**src/hw/dsb_pkg.sv**
```systemverilog
// Shared constants and carrier types for the boost and software command decoder
package dsb_pkg;

    // Serial frame layout
    localparam int FRAME_BITS = 24;
    localparam int CNT_W = 5;
    localparam int RW_BIT = 23;
    localparam int ADDR_HI_BIT = 22;
    localparam int ADDR_LO_BIT = 21;
    localparam int RSEL_HI = 20;
    localparam int RSEL_LO = 16;
    localparam int SEL_HI = 15;
    localparam int SEL_LO = 13;
    localparam int TOGGLE_BIT = 12;
    localparam int CODE_HI = 11;
    localparam int CODE_LO = 0;
    localparam int SLEW_CH_HI = 17;
    localparam int SLEW_CH_LO = 16;

    // Write selectors in bits 15..13
    localparam logic [2:0] SEL_SOFTWARE = 3'h4;
    localparam logic [2:0] SEL_BOOST = 3'h3;
    localparam logic [2:0] SEL_SLEW = 3'h0;

    // Software command codes
    localparam logic [11:0] CODE_RESET = 12'h555;
    localparam logic [11:0] CODE_KEEPALIVE = 12'h195;

    // Read select codes
    localparam logic [4:0] RD_SLEW_BASE = 5'h14;
    localparam logic [4:0] RD_STATUS = 5'h18;
    localparam logic [4:0] RD_BOOST = 5'h1A;

    // Status register layout
    localparam int STATUS_TOGGLE_POS = 11;

    // Boost field codes
    localparam logic [1:0] PHASE_SAME_EDGE = 2'h0;
    localparam logic [1:0] PHASE_AB_CD = 2'h1;
    localparam logic [1:0] PHASE_AC_BD = 2'h2;
    localparam logic [1:0] PHASE_QUAD = 2'h3;
    localparam logic [1:0] FREQ_250K = 2'h0;
    localparam logic [1:0] FREQ_410K = 2'h1;
    localparam logic [1:0] FREQ_650K = 2'h2;
    localparam logic [1:0] MAXV_23V0 = 2'h0;
    localparam logic [1:0] MAXV_29V5 = 2'h3;

    typedef struct packed {
        logic       comp_bypass;   // bit 6
        logic [1:0] phase;         // bits 5..4
        logic [1:0] freq;          // bits 3..2
        logic [1:0] max_voltage;   // bits 1..0
    } dsb_boost_cfg_t;

    typedef struct packed {
        logic       enable;        // bit 12
        logic [3:0] clock;         // bits 6..3
        logic [2:0] step;          // bits 2..0
    } dsb_slew_cfg_t;

    localparam dsb_boost_cfg_t BOOST_RESET = '{
        comp_bypass: 1'b0, phase: PHASE_SAME_EDGE, freq: FREQ_410K, max_voltage: MAXV_23V0};
    localparam dsb_slew_cfg_t SLEW_RESET = '{enable: 1'b0, clock: 4'h0, step: 3'h0};

endpackage : dsb_pkg

```
**src/hw/dsb_shift.sv**
```systemverilog
// Serial frame shifter: samples the 3-wire link and shifts out readback data
`timescale 1ns/1ps
`default_nettype none
module dsb_shift (
    // Clock and reset
    input wire logic clk_in,
    input wire logic reset_n_in,
    // Serial link
    input wire logic sclk_in,
    input wire logic sync_n_in,
    input wire logic sdin_in,
    output logic sdo_out,
    // Frame side
    input wire logic [dsb_pkg::FRAME_BITS-1:0] load_word_in,
    output logic frame_done_out,
    output logic [dsb_pkg::FRAME_BITS-1:0] frame_word_out
);

    logic sclk_q, sclk_d;
    logic sync_q, sync_d;
    logic [dsb_pkg::FRAME_BITS-1:0] in_q, in_d;
    logic [dsb_pkg::FRAME_BITS-1:0] out_q, out_d;
    logic [dsb_pkg::CNT_W-1:0] cnt_q, cnt_d;
    logic done_q, done_d;
    logic [dsb_pkg::FRAME_BITS-1:0] word_q, word_d;
    logic fall;

    localparam logic [dsb_pkg::CNT_W-1:0] FULL = dsb_pkg::FRAME_BITS[dsb_pkg::CNT_W-1:0];

    always_comb begin
        fall = sclk_q && !sclk_in && !sync_n_in;
        sclk_d = sclk_in;
        sync_d = sync_n_in;
        in_d = in_q;
        out_d = out_q;
        cnt_d = cnt_q;
        done_d = 1'b0;
        word_d = word_q;
        if (sync_q && !sync_n_in) begin
            // Readback word is captured as the frame opens
            cnt_d = '0;
            out_d = load_word_in;
        end else if (fall) begin
            // Host has sampled SDO by the time the edge is seen here
            in_d = {in_q[dsb_pkg::FRAME_BITS-2:0], sdin_in};
            out_d = {out_q[dsb_pkg::FRAME_BITS-2:0], 1'b0};
            if (cnt_q <= FULL) begin
                cnt_d = cnt_q + 1'b1;
            end
        end else if (!sync_q && sync_n_in) begin
            // Frames of the wrong length are dropped
            if (cnt_q == FULL) begin
                done_d = 1'b1;
                word_d = in_q;
            end
        end
    end

    always_ff @(posedge clk_in) begin
        if (!reset_n_in) begin
            sclk_q <= 1'b0;
            sync_q <= 1'b1;
            in_q <= '0;
            out_q <= '0;
            cnt_q <= '0;
            done_q <= 1'b0;
            word_q <= '0;
        end else begin
            sclk_q <= sclk_d;
            sync_q <= sync_d;
            in_q <= in_d;
            out_q <= out_d;
            cnt_q <= cnt_d;
            done_q <= done_d;
            word_q <= word_d;
        end
    end

    assign sdo_out = out_q[dsb_pkg::FRAME_BITS-1];
    assign frame_done_out = done_q;
    assign frame_word_out = word_q;

endmodule : dsb_shift
`default_nettype wire

```
**src/hw/dsb_top.sv**
```systemverilog
// Command decoder for software, boost control and slew registers with readback
`timescale 1ns/1ps
`default_nettype none
////////////////////////////////////////////////////////////////////////////////
module dsb_top (
    // Clock and reset
    input wire logic clk_in,
    input wire logic reset_n_in,
    // Device address strap
    input wire logic [1:0] device_addr_in,
    // Serial link
    input wire logic sclk_in,
    input wire logic sync_n_in,
    input wire logic sdin_in,
    output logic sdo_out,
    output logic sdo_oe_out,
    // Boost converter configuration
    output dsb_pkg::dsb_boost_cfg_t boost_cfg_out,
    // Per-channel slew configuration, index 0 is channel A
    output dsb_pkg::dsb_slew_cfg_t [3:0] slew_cfg_out,
    // Software register effects
    output logic user_toggle_out,
    output logic soft_reset_out,
    output logic keepalive_out
);

    ////////////////////////////////////////////////////////////////////////////
    // Serial frame capture
    logic frame_done;
    logic [dsb_pkg::FRAME_BITS-1:0] frame_word;
    logic [dsb_pkg::FRAME_BITS-1:0] load_word;
    logic [15:0] rd_word_q, rd_word_d;

    assign load_word = {8'h00, rd_word_q};

    dsb_shift u_shift (
        .clk_in(clk_in),
        .reset_n_in(reset_n_in),
        .sclk_in(sclk_in),
        .sync_n_in(sync_n_in),
        .sdin_in(sdin_in),
        .sdo_out(sdo_out),
        .load_word_in(load_word),
        .frame_done_out(frame_done),
        .frame_word_out(frame_word)
    );

    // Driven only while the frame is open, so several devices can share SDO
    assign sdo_oe_out = !sync_n_in;

    ////////////////////////////////////////////////////////////////////////////
    // Word decode
    logic addr_match, is_read, is_write;
    logic [2:0] sel;
    logic [11:0] code;
    logic [4:0] rsel;
    logic sw_write, boost_write, slew_write, reset_cmd;

    always_comb begin
        addr_match = frame_word[dsb_pkg::ADDR_HI_BIT:dsb_pkg::ADDR_LO_BIT]
                     == device_addr_in;
        is_read = frame_done && addr_match && frame_word[dsb_pkg::RW_BIT];
        is_write = frame_done && addr_match && !frame_word[dsb_pkg::RW_BIT];
        sel = frame_word[dsb_pkg::SEL_HI:dsb_pkg::SEL_LO];
        code = frame_word[dsb_pkg::CODE_HI:dsb_pkg::CODE_LO];
        rsel = frame_word[dsb_pkg::RSEL_HI:dsb_pkg::RSEL_LO];
        sw_write = is_write && (sel == dsb_pkg::SEL_SOFTWARE);
        boost_write = is_write && (sel == dsb_pkg::SEL_BOOST);
        slew_write = is_write && (sel == dsb_pkg::SEL_SLEW);
        reset_cmd = sw_write && (code == dsb_pkg::CODE_RESET);
    end

    ////////////////////////////////////////////////////////////////////////////
    // Configuration state
    dsb_pkg::dsb_boost_cfg_t boost_q, boost_d;
    dsb_pkg::dsb_slew_cfg_t [3:0] slew_q, slew_d;
    logic toggle_q, toggle_d;
    logic soft_reset_q, soft_reset_d;
    logic keepalive_q, keepalive_d;
    logic [15:0] status_word;

    always_comb begin
        boost_d = boost_q;
        slew_d = slew_q;
        toggle_d = toggle_q;
        soft_reset_d = reset_cmd;
        keepalive_d = sw_write && (code == dsb_pkg::CODE_KEEPALIVE);
        if (reset_cmd) begin
            // Complete reset wins over the toggle carried in the same word
            boost_d = dsb_pkg::BOOST_RESET;
            slew_d = {4{dsb_pkg::SLEW_RESET}};
            toggle_d = 1'b0;
        end else if (sw_write) begin
            toggle_d = frame_word[dsb_pkg::TOGGLE_BIT];
        end else if (boost_write) begin
            // Bits 12..7 are don't care
            boost_d = frame_word[6:0];
        end else if (slew_write) begin
            slew_d[frame_word[dsb_pkg::SLEW_CH_HI:dsb_pkg::SLEW_CH_LO]] =
                {frame_word[dsb_pkg::TOGGLE_BIT], frame_word[6:0]};
        end
    end

    always_ff @(posedge clk_in) begin
        if (!reset_n_in) begin
            boost_q <= dsb_pkg::BOOST_RESET;
            slew_q <= {4{dsb_pkg::SLEW_RESET}};
            toggle_q <= 1'b0;
            soft_reset_q <= 1'b0;
            keepalive_q <= 1'b0;
        end else begin
            boost_q <= boost_d;
            slew_q <= slew_d;
            toggle_q <= toggle_d;
            soft_reset_q <= soft_reset_d;
            keepalive_q <= keepalive_d;
        end
    end

    assign boost_cfg_out = boost_q;
    assign slew_cfg_out = slew_q;
    assign user_toggle_out = toggle_q;
    assign soft_reset_out = soft_reset_q;
    assign keepalive_out = keepalive_q;

    ////////////////////////////////////////////////////////////////////////////
    // Readback selection
    function automatic logic [15:0] slew_word(input dsb_pkg::dsb_slew_cfg_t s);
        slew_word = {3'h0, s.enable, 5'h00, s.clock, s.step};
    endfunction : slew_word

    always_comb begin
        status_word = 16'h0000;
        status_word[dsb_pkg::STATUS_TOGGLE_POS] = toggle_q;
        rd_word_d = rd_word_q;
        if (is_read) begin
            // Registers outside this block read back as zero
            unique case (rsel)
                dsb_pkg::RD_STATUS: rd_word_d = status_word;
                dsb_pkg::RD_BOOST: rd_word_d = {9'h000, boost_q};
                dsb_pkg::RD_SLEW_BASE: rd_word_d = slew_word(slew_q[0]);
                dsb_pkg::RD_SLEW_BASE + 5'h01: rd_word_d = slew_word(slew_q[1]);
                dsb_pkg::RD_SLEW_BASE + 5'h02: rd_word_d = slew_word(slew_q[2]);
                dsb_pkg::RD_SLEW_BASE + 5'h03: rd_word_d = slew_word(slew_q[3]);
                default: rd_word_d = 16'h0000;
            endcase
        end else if (frame_done) begin
            // Any other complete frame ends the pending readback
            rd_word_d = 16'h0000;
        end
    end

    always_ff @(posedge clk_in) begin
        if (!reset_n_in) begin
            rd_word_q <= 16'h0000;
        end else begin
            rd_word_q <= rd_word_d;
        end
    end

    ////////////////////////////////////////////////////////////////////////////
    // Checks
    a_toggle_copy: assert property (@(posedge clk_in) disable iff (!reset_n_in)
        sw_write && !reset_cmd |=> user_toggle_out == $past(frame_word[12]))
        else $error("toggle bit not copied");

    a_reset_code: assert property (@(posedge clk_in) disable iff (!reset_n_in)
        reset_cmd |=> soft_reset_out && boost_cfg_out == dsb_pkg::BOOST_RESET && !user_toggle_out)
        else $error("software reset not applied");

    a_keepalive_pulse: assert property (@(posedge clk_in) disable iff (!reset_n_in)
        keepalive_out |-> $past(sw_write) && $past(code) == dsb_pkg::CODE_KEEPALIVE)
        else $error("keep-alive pulse without code");

    a_boost_fields: assert property (@(posedge clk_in) disable iff (!reset_n_in)
        boost_write |=> boost_cfg_out == $past(frame_word[6:0]))
        else $error("boost fields not taken from bits 6..0");

    a_boost_hold: assert property (@(posedge clk_in) disable iff (!reset_n_in)
        frame_done && !addr_match |=> $stable(boost_cfg_out) && $stable(user_toggle_out))
        else $error("foreign address changed state");

    a_read_no_write: assert property (@(posedge clk_in) disable iff (!reset_n_in)
        is_read |=> $stable(boost_cfg_out) && $stable(slew_cfg_out))
        else $error("read request altered registers");

    a_read_boost: assert property (@(posedge clk_in) disable iff (!reset_n_in)
        is_read && rsel == dsb_pkg::RD_BOOST |=> rd_word_q == {9'h000, $past(boost_q)})
        else $error("boost readback wrong");

    a_read_status: assert property (@(posedge clk_in) disable iff (!reset_n_in)
        is_read && rsel == dsb_pkg::RD_STATUS |=> rd_word_q[11] == $past(toggle_q))
        else $error("status readback wrong");

    a_read_clear: assert property (@(posedge clk_in) disable iff (!reset_n_in)
        frame_done && !is_read |=> rd_word_q == 16'h0000)
        else $error("pending readback not cleared");

    a_slew_hold: assert property (@(posedge clk_in) disable iff (!reset_n_in)
        !slew_write && !reset_cmd |=> $stable(slew_cfg_out))
        else $error("slew settings changed without a write");

    a_toggle_hold: assert property (@(posedge clk_in) disable iff (!reset_n_in)
        !sw_write |=> $stable(user_toggle_out))
        else $error("toggle changed without a software write");

    a_reset_default: assert property (@(posedge clk_in)
        !reset_n_in |=> boost_cfg_out.freq == dsb_pkg::FREQ_410K && !boost_cfg_out.comp_bypass)
        else $error("boost defaults not restored");

endmodule : dsb_top
`default_nettype wire

```
**config.mk**
```make
export PLATFORM = sky130hd
export DESIGN_NAME = dsb_top
export DESIGN_NICKNAME = d
export VERILOG_FILES = /design/src/hw/dsb_pkg.sv /design/src/hw/dsb_shift.sv /design/src/hw/dsb_top.sv
export SDC_FILE = /design/constraint.sdc
export NUM_CORES = 1
export LEC_CHECK = 0
export BUFFER_PORTS_ARGS = -buffer_cell sky130_fd_sc_hd__buf_2
export CELL_PAD_IN_SITES_DETAIL_PLACEMENT = 0
export CELL_PAD_IN_SITES_GLOBAL_PLACEMENT = 1
export CORE_MARGIN = 2
export CORE_UTILIZATION = 40
export CTS_CLUSTER_SIZE = 24
export DETAILED_ROUTE_END_ITERATION = 12
export PLACE_DENSITY = 0.75
export SLEW_MARGIN = 25
export SYNTH_ARGS = -nofsm -noshare
export SYNTH_HDL_FRONTEND = slang
export SYNTH_SLANG_ARGS = --single-unit
```
**constraint.sdc**
```tcl
create_clock -name clk_in -period 1.7 [get_ports clk_in]
set_clock_uncertainty 0.05 [all_clocks]
set_input_delay 0.34 -clock clk_in [delete_from_list [all_inputs] [get_ports clk_in]]
set_output_delay 0.34 -clock clk_in [all_outputs]
set_load 0.01 [all_outputs]
```
==> Implementation_results.wiki, run 1 <==
{| class="wikitable"
! Metric !! Value
|-
| Capturing instance or port of the critical path || keepalive_out
|-
| Post-layout utilization of the core || 55.0%
|-
| Lkg Pwr || 2.58 nW
|-
| Required time worst endpoint || 1.96 ns
|-
| Nature of the critical path endpoint || flip-flop
|-
| Number of antenna violations at the first check in global routing || 0
|-
| Outcome || finished, violations left
|-
| CTS tree || yes
|-
| Wire length reported by the detailed router || 14.4 mm
|-
| Post-Synthesis Mean Instance Area || 8.93 um2
|-
| Post-synth EDFFs || 0
|-
| Area of all sequential standard cells || 2630 um2
|-
| Power per cell area || 1030 nW/um2
|-
| Antenna Cells || 0
|-
| Cell variety after synth || 45
|-
| HPWL after detailed placement || 9.09 mm
|-
| Die Footprint || 14000 um2
|-
| Clk slew on worst S/H paths || 0.05 ns
|-
| Post-route cell area || 6960 um2
|-
| Count of yosys warnings during synthesis || 0
|-
| Area post-placement || 5920 um2
|-
| Number of flip-flops and latches in the synthesized netlist || 131
|-
| Layout fillers || 1161
|-
| Total clock buffers created by CTS || 17
|-
| Insertion delay to the later sink of the worst-skew pair || 0.41 ns
|-
| Minimum hold slack || 0.126 ns
|-
| Aggregate negative setup slack || -0.137 ns
|-
| Layout overhead on the synthesized area || 33.5%
|-
| Fraction of registers with async set or reset after synthesis || 0%
|-
| Syn_nets || 593
|-
| Max Cap Violations || 0
|-
| DRC marker count from the first detailed-route iteration || 377
|-
| Final Wtd Congestion || 0.824
|-
| Number of endpoints failing setup at the final stage || 5
|-
| Maximum number of pins on one net before global-route repair || 72
|-
| Top cell type's share of synthesized area || 50.3%
|-
| Min-delay worst type || input pin to flip-flop
|-
| Most common library cell in the layout ignoring fill and taps || sky130_fd_sc_hd__dfxtp_1
|-
| Area of combinational cells with multiple inputs || 2560 um2
|-
| Number of buffers added on ports || 50
|-
| Worst reg-to-reg setup slack || -0.08 ns
|-
| Count of nets left with antenna violations after detail routing || 0
|-
| Final hold violation count || 0
|-
| Standard-cell rows || 41
|-
| Top achievable clock speed || 563 MHz
|-
| Post-place setup slack || -0.194 ns
|-
| Sum of internal, switching and leakage power || 7.14 mW
|-
| Share of post-route cells with drive strength above 1 || 28.0%
|-
| Worst flop-to-flop path endpoint || keepalive_out
|-
| WL/cell || 17.1 um
|-
| Wire length of the first global-routing pass || 21.9 mm
|-
| Core outline area || 12700 um2
|-
| Cells after synthesis || 584
|-
| Starting Density || 41.2%
|-
| Largest cells by area after synthesis || sky130_fd_sc_hd__dfxtp_1, sky130_fd_sc_hd__a21oi_1, sky130_fd_sc_hd__mux2i_1, sky130_fd_sc_hd__nand2_1, sky130_fd_sc_hd__mux4_2
|-
| Cell taking the most area after synthesis || sky130_fd_sc_hd__dfxtp_1
|-
| Minimum period implied by the final worst setup slack || 1.78 ns
|-
| Fin crit share || 105%
|-
| Failing checks || negative setup slack
|-
| Share of the yosys chip area belonging to registers || 50.3%
|-
| Commonest cells after routing, fill and taps aside || sky130_fd_sc_hd__dfxtp_1, sky130_fd_sc_hd__nand2_1, sky130_fd_sc_hd__a21oi_1
|-
| Number of ports placed on the die boundary || 51
|-
| Final Max Slew Viols || 0
|-
| Worst relative slew slack || 56.0%
|-
| Post-placement cell count || 802
|-
| Netlist Area Pre-Place || 5220 um2
|-
| Clock buffer depth || 2
|-
| Synth Flop Type || sky130_fd_sc_hd__dfxtp_1
|-
| Worst-case vdd ir drop || 0.000656 V
|-
| Setup repair after global routing missed its margin || true
|-
| Root buffer selected by CTS || sky130_fd_sc_hd__clkbuf_16
|-
| Crit Path Max Fanout || 3
|-
| Post-route worst setup slack || -0.0771 ns
|-
| GRT Resource Usage Total || 19.8%
|-
| Classification of the worst setup path || flip-flop to flip-flop
|-
| Data arrival, critical path || 2.04 ns
|-
| Drt via density || 5.32
|-
| X dimension of the die || 118 um
|-
| Number of global-route vias before repair || 4174
|-
| GRT overflow || 0
|-
| Crit start category || flip-flop
|-
| CTS Sinks || 131
|-
| Net total in the final layout || 670
|-
| Post-Layout Cell Count || 846
|-
| H-Tree Level Count || 4
|-
| Die height || 118 um
|-
| Length in cells of the worst reg-to-reg path || 5
|-
| Total iterations of the first detailed-routing run || 5
|-
| FF-to-FF Start || u_shift.frame_word_out[23]
|-
| Slew of the pin with the lowest slew margin || 0.660 ns
|-
| Crit path from || u_shift.frame_word_out[23]
|-
| Post-route DRC violation count || 0
|-
| Vias after detailed routing || 4501
|}
-- cell usage after synthesis (3+ instances only) --
| cell type | number |
|---|---|
| sky130_fd_sc_hd__inv_1 | 6 |
| sky130_fd_sc_hd__xnor2_1 | 3 |
| sky130_fd_sc_hd__and2_1 | 4 |
| sky130_fd_sc_hd__a22oi_1 | 15 |
| sky130_fd_sc_hd__nand4_1 | 6 |
| sky130_fd_sc_hd__o21ai_0 | 33 |
| sky130_fd_sc_hd__nor2_1 | 48 |
| sky130_fd_sc_hd__buf_2 | 14 |
| sky130_fd_sc_hd__mux4_2 | 8 |
| sky130_fd_sc_hd__mux2i_1 | 32 |
| sky130_fd_sc_hd__nand2_1 | 81 |
| sky130_fd_sc_hd__buf_1 | 4 |
| sky130_fd_sc_hd__nor3_1 | 5 |
| sky130_fd_sc_hd__a21oi_1 | 80 |
| sky130_fd_sc_hd__clkbuf_1 | 27 |
| sky130_fd_sc_hd__nand3_1 | 33 |
| sky130_fd_sc_hd__and3_1 | 3 |
| sky130_fd_sc_hd__a221oi_1 | 5 |
| sky130_fd_sc_hd__dfxtp_1 | 131 |
| sky130_fd_sc_hd__nor2b_1 | 10 |
| sky130_fd_sc_hd__nand2b_1 | 3 |
-- worst min-delay path by stage --
stage                      startpoint           endpoint  slack, ns  cells after the start
detailed placement  u_shift.out_q[23]  u_shift.out_q[23]       0.39                      2
floorplan                rd_word_q[0]   u_shift.out_q[0]       0.38                      2
global route                  sdin_in    u_shift.in_q[0]       0.14                      3
finish                        sdin_in    u_shift.in_q[0]       0.13                      3
CTS                           sdin_in    u_shift.in_q[0]       0.11                      3
global placement    u_shift.out_q[21]  u_shift.out_q[22]       0.39                      2
-- worst max-delay path, stage by stage, from the launching register on --
cell                      delay, ns
sky130_fd_sc_hd__dfxtp_2       0.32
sky130_fd_sc_hd__nor4b_2       0.26
sky130_fd_sc_hd__nand4_1       0.13
sky130_fd_sc_hd__buf_6         0.16
sky130_fd_sc_hd__or4_4         0.53
sky130_fd_sc_hd__nor4b_4       0.23
-- cells by family (layout without fill, tap and decap cells) --
group | after synthesis | after routing | synth area share, %
simple gates | 209 | 209 | 18.8
compound gates | 143 | 143 | 15.6
flops | 131 | 131 | 50.3
buf+inv | 54 | 144 | 4.37
mux | 40 | 40 | 9.60
xor+xnor | 5 | 5 | 0.840
fa+ha+maj | 2 | 2 | 0.480
-- flip-flops by register name (all words and copies together), names as in the netlist --
signal                  count
u_shift.sclk_q              1
slew_cfg_out               32
u_shift.cnt_q               5
u_shift.sync_q              1
keepalive_out               1
u_shift.frame_word_out     24
u_shift.out_q              24
soft_reset_out              1
user_toggle_out             1
boost_cfg_out               7
rd_word_q                   9
u_shift.in_q               24
u_shift.frame_done_out      1
-- where the power goes --
| part | internal (mW) | switching [mW] |
|---|---|---|
| combinational | 0.0669 | 0.110 |
| clock | 2.60 | 1.29 |
| sequential | 3.07 | 0.00412 |
-- cell type report --
cell class                 instances  share of cell area [%]
clock inverter                    10                    2.19
tap                              172                    3.09
clock buffer                      22                    6.95
inverter                           7                   0.377
multi-input combinational        399                    36.7
timing repair buffer             105                    12.9
sequential                       131                    37.8
-- per-layer routing --
metal / track usage, % / vias up / routed length [um]
met2: 31.4 / 113 / 6860
met1: 25.9 / 2166 / 6710
met3: 5.36 / 16 / 586
met4: 7.23 / 0 / 266
met5: 0 / - / 0
li1: - / 2206 / -
-- what timing repair did --
item	in CTS	in global routing
hold buffers	0	0
gates cloned	0	8
buffers inserted	1	3
endpoints found under the setup margin	52	77
pin swaps	1	5
gates resized for setup	3	53
Note: power is estimated with default switching activity, not from simulation.
==> run 2, diff against run 1 <==
--- a/config.mk
+++ b/config.mk
@@ -13,6 +13,7 @@
 export CTS_CLUSTER_SIZE = 24
 export DETAILED_ROUTE_END_ITERATION = 12
 export PLACE_DENSITY = 0.75
+export REMOVE_ABC_BUFFERS = 1
 export SLEW_MARGIN = 25
 export SYNTH_ARGS = -nofsm -noshare
 export SYNTH_HDL_FRONTEND = slang
==> Implementation_results.wiki, run 2 (same netlist as run 1, synthesis figures left out) <==
{| class="wikitable"
! Metric !! Value
|-
| Fin crit share || 104% (was 105%)
|-
| Number of ports placed on the die boundary || 51 (unchanged)
|-
| Number of antenna violations at the first check in global routing || 0 (unchanged)
|-
| Relative contribution of the clock network to total power || 49.3% (was 54.4%)
|-
| Post-route worst setup slack || -0.0703 ns (was -0.0771 ns)
|-
| Classification of the worst setup path || flip-flop to flip-flop (unchanged)
|-
| Minimum hold slack || 0.114 ns (was 0.126 ns)
|-
| Flip-flop count of the largest register, all copies and words added || 32 (unchanged)
|-
| CTS Sinks || 131 (unchanged)
|-
| Die Footprint || 14000 um2 (unchanged)
|-
| Setup repair after global routing missed its margin || true (unchanged)
|-
| WL/cell || 17.4 um (was 17.1 um)
|-
| Crit Path Max Fanout || 3 (unchanged)
|-
| Most common library cell in the layout ignoring fill and taps || sky130_fd_sc_hd__dfxtp_1 (unchanged)
|-
| Core outline area || 12700 um2 (unchanged)
|-
| Area post-placement || 5950 um2 (was 5920 um2)
|-
| Final Wtd Congestion || 0.797 (was 0.824)
|-
| Net total in the final layout || 673 (was 670)
|-
| Switch Pwr || 1.38 mW (was 1.40 mW)
|-
| Power share of the combinational group || 3.0% (was 2.5%)
|-
| Final hold violation count || 0 (unchanged)
|-
| Lkg Pwr || 2.53 nW (was 2.58 nW)
|-
| Crit start category || flip-flop (unchanged)
|-
| Nature of the critical path endpoint || flip-flop (unchanged)
|-
| H-Tree Level Count || 4 (unchanged)
|-
| Insertion delay to the later sink of the worst-skew pair || 0.41 ns (about the same)
|-
| Drt via density || 5.42 (was 5.32)
|-
| GRT Resource Usage Total || 20.4% (was 19.8%)
|-
| Die height || 118 um (unchanged)
|-
| Standard-cell rows || 41 (unchanged)
|-
| Commonest cells after routing, fill and taps aside || sky130_fd_sc_hd__dfxtp_1, sky130_fd_sc_hd__nand2_1, sky130_fd_sc_hd__a21oi_1, sky130_fd_sc_hd__buf_2, sky130_fd_sc_hd__nor2_1 (was sky130_fd_sc_hd__dfxtp_1, sky130_fd_sc_hd__nand2_1, sky130_fd_sc_hd__a21oi_1)
|-
| Fraction of power consumed by sequential logic || 47.6% (was 43.1%)
|-
| Cell-internal power || 5.09 mW (was 5.74 mW)
|-
| Wire length of the first global-routing pass || 22.4 mm (was 21.9 mm)
|-
| Maximum number of pins on one net before global-route repair || 72 (unchanged)
|-
| Total clock buffers created by CTS || 17 (unchanged)
|-
| Vias after detailed routing || 4586 (was 4501)
|-
| Slew of the pin with the lowest slew margin || 0.598 ns (was 0.660 ns)
|-
| Post-route DRC violation count || 0 (unchanged)
|-
| Layout overhead on the synthesized area || 32.3% (was 33.5%)
|-
| Antenna Cells || 0 (unchanged)
|-
| Failing checks || negative setup slack (unchanged)
|-
| HPWL after detailed placement || 9.08 mm (was 9.09 mm)
|-
| Post-place setup slack || -0.166 ns (was -0.194 ns)
|-
| Starting Density || 41.2% (unchanged)
|-
| Switching power as a share of total power || 21.3% (was 19.6%)
|-
| Wire length reported by the detailed router || 14.7 mm (was 14.4 mm)
|-
| X dimension of the die || 118 um (unchanged)
|-
| Count of nets left with antenna violations after detail routing || 0 (unchanged)
|-
| Outcome || finished, violations left (unchanged)
|-
| Worst relative slew slack || 60.2% (was 56.0%)
|-
| Minimum period implied by the final worst setup slack || 1.77 ns (was 1.78 ns)
|-
| Worst reg-to-reg setup slack || -0.07 ns (was -0.08 ns)
|-
| Number of endpoints failing setup at the final stage || 32 (was 5)
|-
| Share of post-route cells with drive strength above 1 || 29.8% (was 28.0%)
|-
| CTS tree || yes (unchanged)
|-
| Post-route cell area || 6900 um2 (was 6960 um2)
|-
| Clk slew on worst S/H paths || 0.05 ns (about the same)
|-
| Root buffer selected by CTS || sky130_fd_sc_hd__clkbuf_16 (unchanged)
|-
| Power per cell area || 937 nW/um2 (was 1030 nW/um2)
|-
| Total iterations of the first detailed-routing run || 5 (unchanged)
|-
| Worst-case vdd ir drop || 0.000656 V (about the same)
|-
| Top achievable clock speed || 565 MHz (was 563 MHz)
|-
| Min-delay worst type || input pin to flip-flop (unchanged)
|-
| Number of buffers added on ports || 50 (unchanged)
|-
| GRT overflow || 0 (unchanged)
|-
| Max Cap Violations || 0 (unchanged)
|-
| Data arrival, critical path || 2.04 ns (about the same)
|-
| Final Max Slew Viols || 0 (unchanged)
|-
| DRC marker count from the first detailed-route iteration || 384 (was 377)
|-
| Clock buffer depth || 2 (unchanged)
|-
| Required time worst endpoint || 1.97 ns (was 1.96 ns)
|-
| Number of global-route vias before repair || 4306 (was 4174)
|}
==> run 2: area by class of cell <==
| type | instances | area, um2 |
|---|---|---|
| repair buffers | 108 | 917 |
| well taps | 172 | 215 |
| inverters | 7 | 26.3 |
| clock buffers | 23 | 478 |
| flip-flops and latches | 131 | 2630 |
| fillers | 1175 | 5770 |
| multi-input cells | 399 | 2600 |
| clock inverters | 6 | 32.5 |
==> run 2: power by group through the flow <==
stage	clock [mW]	sequential, mW	combinational [mW]
after detailed placement	0	3.14	0.131
after floorplan	0	3.14	0.0613
after CTS	3.25	3.08	0.158
after global placement	0	3.14	0.129
final	3.19	3.08	0.197
after global routing	3.38	3.08	0.207
==> run 2: worst paths after layout <==
| path | startpoint | endpoint | cells past startpoint |
|---|---|---|---|
| worst max-delay path | u_shift.frame_word_out[14] | keepalive_out | 5 |
| worst max register to register | u_shift.frame_word_out[14] | keepalive_out | 5 |
| worst min register to register | u_shift.out_q[20] | u_shift.out_q[21] | 2 |
| worst min-delay path | sdin_in | u_shift.in_q[0] | 3 |
==> run 2: what timing repair did <==
item | in CTS | in global routing
endpoints found under the hold margin | 0 | 0
pin swaps | 3 | 12
setup endpoints to repair | 69 | 84
cloned | 2 | 6
setup buffers | 4 | 1
resized for setup | 14 | 61
hold buffers | 0 | 0
==> run 2: routing by layer <==
layer | share of wire (%) | track usage [%] | vias to the layer above
met4 | 1.5 | 6.70 | 0
met2 | 49 | 33.0 | 146
met1 | 44 | 26.4 | 2215
li1 | - | - | 2206
met5 | 0 | 0 | -
met3 | 5.6 | 5.31 | 19
==> run 2: critical path, cell delays in order (launching register included) <==
cell and delay (ns):
sky130_fd_sc_hd__dfxtp_2 0.32, sky130_fd_sc_hd__nor4b_2 0.25, sky130_fd_sc_hd__nand4_1 0.17, sky130_fd_sc_hd__buf_6 0.17, sky130_fd_sc_hd__or4_4 0.52, sky130_fd_sc_hd__nor4b_2 0.22
==> run 2: metrics by stage <==
stage / std cells / power (mW) / utilization, % / TNS (ns)
after floorplan: 537 / 3.20 / - / -146.20
after global placement: 806 / 3.27 / 47.0 / -5.62
after detailed placement: 806 / 3.27 / 47.0 / -6.51
after CTS: 841 / 6.49 / 52.0 / -0.451
after global routing: 846 / 6.67 / 54.5 / -4.28
final: 846 / 6.47 / 54.5 / -0.947
==> run 3, diff against run 2 <==
--- a/config.mk
+++ b/config.mk
@@ -9,7 +9,7 @@
 export CELL_PAD_IN_SITES_DETAIL_PLACEMENT = 0
 export CELL_PAD_IN_SITES_GLOBAL_PLACEMENT = 1
 export CORE_MARGIN = 2
-export CORE_UTILIZATION = 40
+export CORE_UTILIZATION = 41
 export CTS_CLUSTER_SIZE = 24
 export DETAILED_ROUTE_END_ITERATION = 12
 export PLACE_DENSITY = 0.75
@@ -17,4 +17,5 @@
 export SLEW_MARGIN = 25
 export SYNTH_ARGS = -nofsm -noshare
 export SYNTH_HDL_FRONTEND = slang
+export SYNTH_HIERARCHICAL = 1
 export SYNTH_SLANG_ARGS = --single-unit
==> Implementation_results.wiki, run 3 <==
{| class="wikitable"
! Metric !! Value
|-
| Crit start category || flip-flop (unchanged)
|-
| Share of post-route cells with drive strength above 1 || 23.0% (was 29.8%)
|-
| Outcome || finished, violations left (unchanged)
|-
| Number of buffers added on ports || 50 (unchanged)
|-
| Number of endpoints failing setup at the final stage || 6 (was 32)
|-
| Clock buffer depth || 2 (unchanged)
|-
| FF-to-FF Start || u_shift/frame_word_out[23] (was u_shift.frame_word_out[14])
|-
| Net total in the final layout || 688 (was 673)
|-
| Largest cells by area after synthesis || sky130_fd_sc_hd__dfxtp_1, sky130_fd_sc_hd__mux2i_1, sky130_fd_sc_hd__nand2_1, sky130_fd_sc_hd__nor2_1, sky130_fd_sc_hd__a21boi_1 (was sky130_fd_sc_hd__dfxtp_1, sky130_fd_sc_hd__a21oi_1, sky130_fd_sc_hd__mux2i_1, sky130_fd_sc_hd__nand2_1, sky130_fd_sc_hd__mux4_2)
|-
| HPWL after detailed placement || 9.14 mm (was 9.08 mm)
|-
| Cell taking the most area after synthesis || sky130_fd_sc_hd__dfxtp_1 (unchanged)
|-
| H-Tree Level Count || 4 (unchanged)
|-
| Length in cells of the worst reg-to-reg path || 6 (was 5)
|-
| Maximum number of pins on one net before global-route repair || 55 (was 72)
|-
| Wire length of the first global-routing pass || 22.5 mm (was 22.4 mm)
|-
| Top achievable clock speed || 586 MHz (was 565 MHz)
|-
| Layout overhead on the synthesized area || 29.7% (was 32.3%)
|-
| Number of global-route vias before repair || 4319 (was 4306)
|-
| DRC marker count from the first detailed-route iteration || 259 (was 384)
|-
| Core outline area || 13100 um2 (was 12700 um2)
|-
| Area of combinational cells with multiple inputs || 2760 um2 (was 2600 um2)
|-
| Count of nets left with antenna violations after detail routing || 0 (unchanged)
|-
| Top cell type's share of synthesized area || 47.9% (was 50.3%)
|-
| Post-Synthesis Mean Instance Area || 9.52 um2 (was 8.93 um2)
|-
| Number of antenna violations at the first check in global routing || 0 (unchanged)
|-
| Insertion delay to the later sink of the worst-skew pair || 0.42 ns (was 0.41 ns)
|-
| Min-delay worst type || input pin to flip-flop (unchanged)
|-
| Antenna Cells || 0 (unchanged)
|-
| Sum of internal, switching and leakage power || 7.31 mW (was 6.47 mW)
|-
| X dimension of the die || 120 um (was 118 um)
|-
| Commonest cells after routing, fill and taps aside || sky130_fd_sc_hd__dfxtp_1, sky130_fd_sc_hd__nand2_1, sky130_fd_sc_hd__mux2i_1 (was sky130_fd_sc_hd__dfxtp_1, sky130_fd_sc_hd__nand2_1, sky130_fd_sc_hd__a21oi_1, sky130_fd_sc_hd__buf_2, sky130_fd_sc_hd__nor2_1)
|-
| Nature of the critical path endpoint || flip-flop (unchanged)
|-
| Fin crit share || 100% (was 104%)
|-
| GRT overflow || 0 (unchanged)
|-
| Total iterations of the first detailed-routing run || 7 (was 5)
|-
| Post-route cell area || 7100 um2 (was 6900 um2)
|-
| Delay of the slowest cell on the worst path || 0.35 ns (was 0.52 ns)
|-
| Vias after detailed routing || 4453 (was 4586)
|-
| Die Footprint || 14300 um2 (was 14000 um2)
|-
| Final hold violation count || 0 (unchanged)
|-
| CP cell instances || nor4b_4 > nand2_2 > o41ai_4 > buf_4 > buf_8 > nor2_1 (was nor4b_2 > nand4_1 > buf_6 > or4_4 > nor4b_2)
|-
| Flip-flop count of the largest register, all copies and words added || 32 (unchanged)
|-
| Crit Path Max Fanout || 10 (was 3)
|-
| Root buffer selected by CTS || sky130_fd_sc_hd__clkbuf_16 (unchanged)
|-
| Post-Layout Cell Count || 868 (was 846)
|-
| Layout fillers || 1217 (was 1175)
|-
| Post-placement cell count || 827 (was 806)
|-
| WL/cell || 16.1 um (was 17.4 um)
|-
| Classification of the worst setup path || flip-flop to flip-flop (unchanged)
|-
| Setup repair after global routing missed its margin || true (unchanged)
|-
| Count of yosys warnings during synthesis || 6 (was 0)
|-
| GRT Resource Usage Total || 20.1% (was 20.4%)
|-
| CTS tree || yes (unchanged)
|-
| Wire length reported by the detailed router || 14.0 mm (was 14.7 mm)
|-
| Number of ports placed on the die boundary || 51 (unchanged)
|-
| Area post-placement || 6260 um2 (was 5950 um2)
|-
| Most frequent cell after synthesis || sky130_fd_sc_hd__dfxtp_1 (unchanged)
|-
| Minimum period implied by the final worst setup slack || 1.71 ns (was 1.77 ns)
|-
| Data arrival, critical path || 1.97 ns (was 2.04 ns)
|-
| Required time worst endpoint || 1.96 ns (was 1.97 ns)
|-
| Final Wtd Congestion || 0.784 (was 0.797)
|-
| Post-route worst setup slack || -0.00576 ns (was -0.0703 ns)
|-
| Synth Flop Type || sky130_fd_sc_hd__dfxtp_1 (unchanged)
|-
| Lkg Pwr || 2.87 nW (was 2.53 nW)
|-
| Slowest cell on the critical path || sky130_fd_sc_hd__o41ai_4 (was sky130_fd_sc_hd__or4_4)
|-
| Clk slew on worst S/H paths || 0.06 ns (was 0.05 ns)
|-
| Standard-cell rows || 42 (was 41)
|-
| Crit path from || u_shift/frame_word_out[23] (was u_shift.frame_word_out[14])
|-
| Final Max Slew Viols || 0 (unchanged)
|-
| Post-synth EDFFs || 0 (unchanged)
|-
| Power per cell area || 1030 nW/um2 (was 937 nW/um2)
|-
| Worst-case vdd ir drop || 0.00119 V (was 0.000656 V)
|-
| Netlist Area Pre-Place || 5470 um2 (was 5220 um2)
|-
| Cell variety after synth || 50 (was 45)
|-
| Total clock buffers created by CTS || 17 (unchanged)
|-
| Post-CTS Hold Buffers || 0 (unchanged)
|-
| Fraction of registers with async set or reset after synthesis || 0% (unchanged)
|-
| Area of all sequential standard cells || 2630 um2 (about the same)
|-
| Hold Path Cell Cnt || 3 (unchanged)
|-
| Most common library cell in the layout ignoring fill and taps || sky130_fd_sc_hd__dfxtp_1 (unchanged)
|-
| Post-route DRC violation count || 0 (unchanged)
|-
| CTS Sinks || 131 (unchanged)
|-
| Starting Density || 41.7% (was 41.2%)
|-
| Critical hold path startpoint || sdin_in (unchanged)
|-
| Max Cap Violations || 0 (unchanged)
|-
| Die height || 120 um (was 118 um)
|-
| Cells after synthesis || 575 (was 584)
|-
| Number of flip-flops and latches in the synthesized netlist || 131 (unchanged)
|-
| Synth top cells by count || sky130_fd_sc_hd__dfxtp_1, sky130_fd_sc_hd__nand2_1, sky130_fd_sc_hd__mux2i_1 (was sky130_fd_sc_hd__dfxtp_1, sky130_fd_sc_hd__nand2_1, sky130_fd_sc_hd__a21oi_1)
|-
| Share of the yosys chip area belonging to registers || 47.9% (was 50.3%)
|-
| Drt via density || 5.13 (was 5.42)
|-
| Failing checks || negative setup slack (unchanged)
|}
run 3: cell count changes in the layout (fill, tap and decap cells not counted), moves of 15 or more:
cell	before	now
sky130_fd_sc_hd__conb_1	0	15
sky130_fd_sc_hd__mux2i_1	32	79
sky130_fd_sc_hd__a21oi_1	50	9
sky130_fd_sc_hd__nand2_1	81	117
sky130_fd_sc_hd__a21boi_1	0	20
sky130_fd_sc_hd__a21oi_2	29	0
sky130_fd_sc_hd__nand3_1	33	6
run 3: cell families after synthesis:
kind of cell | count (synthesis) | share of synthesized area [%]
other cells | 1 | 0.0685
flops | 131 | 47.9
compound gates | 97 | 13.0
buf+inv | 42 | 4.09
fa+ha+maj | 2 | 0.457
mux | 81 | 15.0
simple gates | 219 | 19.1
xor+xnor | 2 | 0.320
run 3: cell type report:
type	instances	share of cell area (%)
flip-flops and latches	131	37.0
well taps	176	3.10
clock buffers	20	6.58
multi-input cells	416	38.9
repair buffers	108	11.7
clock inverters	12	2.50
inverters	5	0.264
run 3: repair_timing:
| item | in CTS | in global routing |
|---|---|---|
| endpoints found under the setup margin | 55 | 71 |
| buffers inserted | 6 | 3 |
| resized for setup | 7 | 17 |
| pin swaps | 5 | 9 |
| gates cloned | 3 | 1 |
run 3: metrics by stage:
step                TNS (ns)  worst slack, ns  utilization [%]  hold slack [ns]
floorplan            -131.27            -3.11                -            0.373
global placement       -4.24           -0.104             47.7            0.391
detailed placement     -6.67           -0.166             47.7            0.397
CTS                    -3.39           -0.101             53.7            0.108
global route           -1.86          -0.0737             54.0            0.126
finish               -0.0173         -0.00576             54.0            0.130
run 3: path summary, 6_finish.rpt:
check | end | slack, ns
hold / removal | u_shift/in_q[0] | 0.13
hold reg to reg | rd_word_q[1] | 0.40
setup / recovery | slew_cfg_out[13] | -0.006
setup reg to reg | slew_cfg_out[13] | -0.006
run 3: report_power, final:
group / switching [mW] / internal, mW
Clock: 1.37 / 2.57
Combinational: 0.151 / 0.108
Sequential: 0.0141 / 3.10
run 3: worst max-delay path, delay by kind of cell (launching register included):
| kind | cells | cell delay, ns |
|---|---|---|
| AOI/OAI and AO/OA | 1 | 0.35 |
| DFF | 1 | 0.33 |
| buffers and inverters | 2 | 0.34 |
| and+or+nand+nor | 3 | 0.52 |
run 3: metal layers:
metal  global-route usage, %  share of wire (%)
met1                    25.3                 46
met2                    34.5                 50
met3                    4.90                2.6
met4                    5.29               0.92
met5                       0                  0
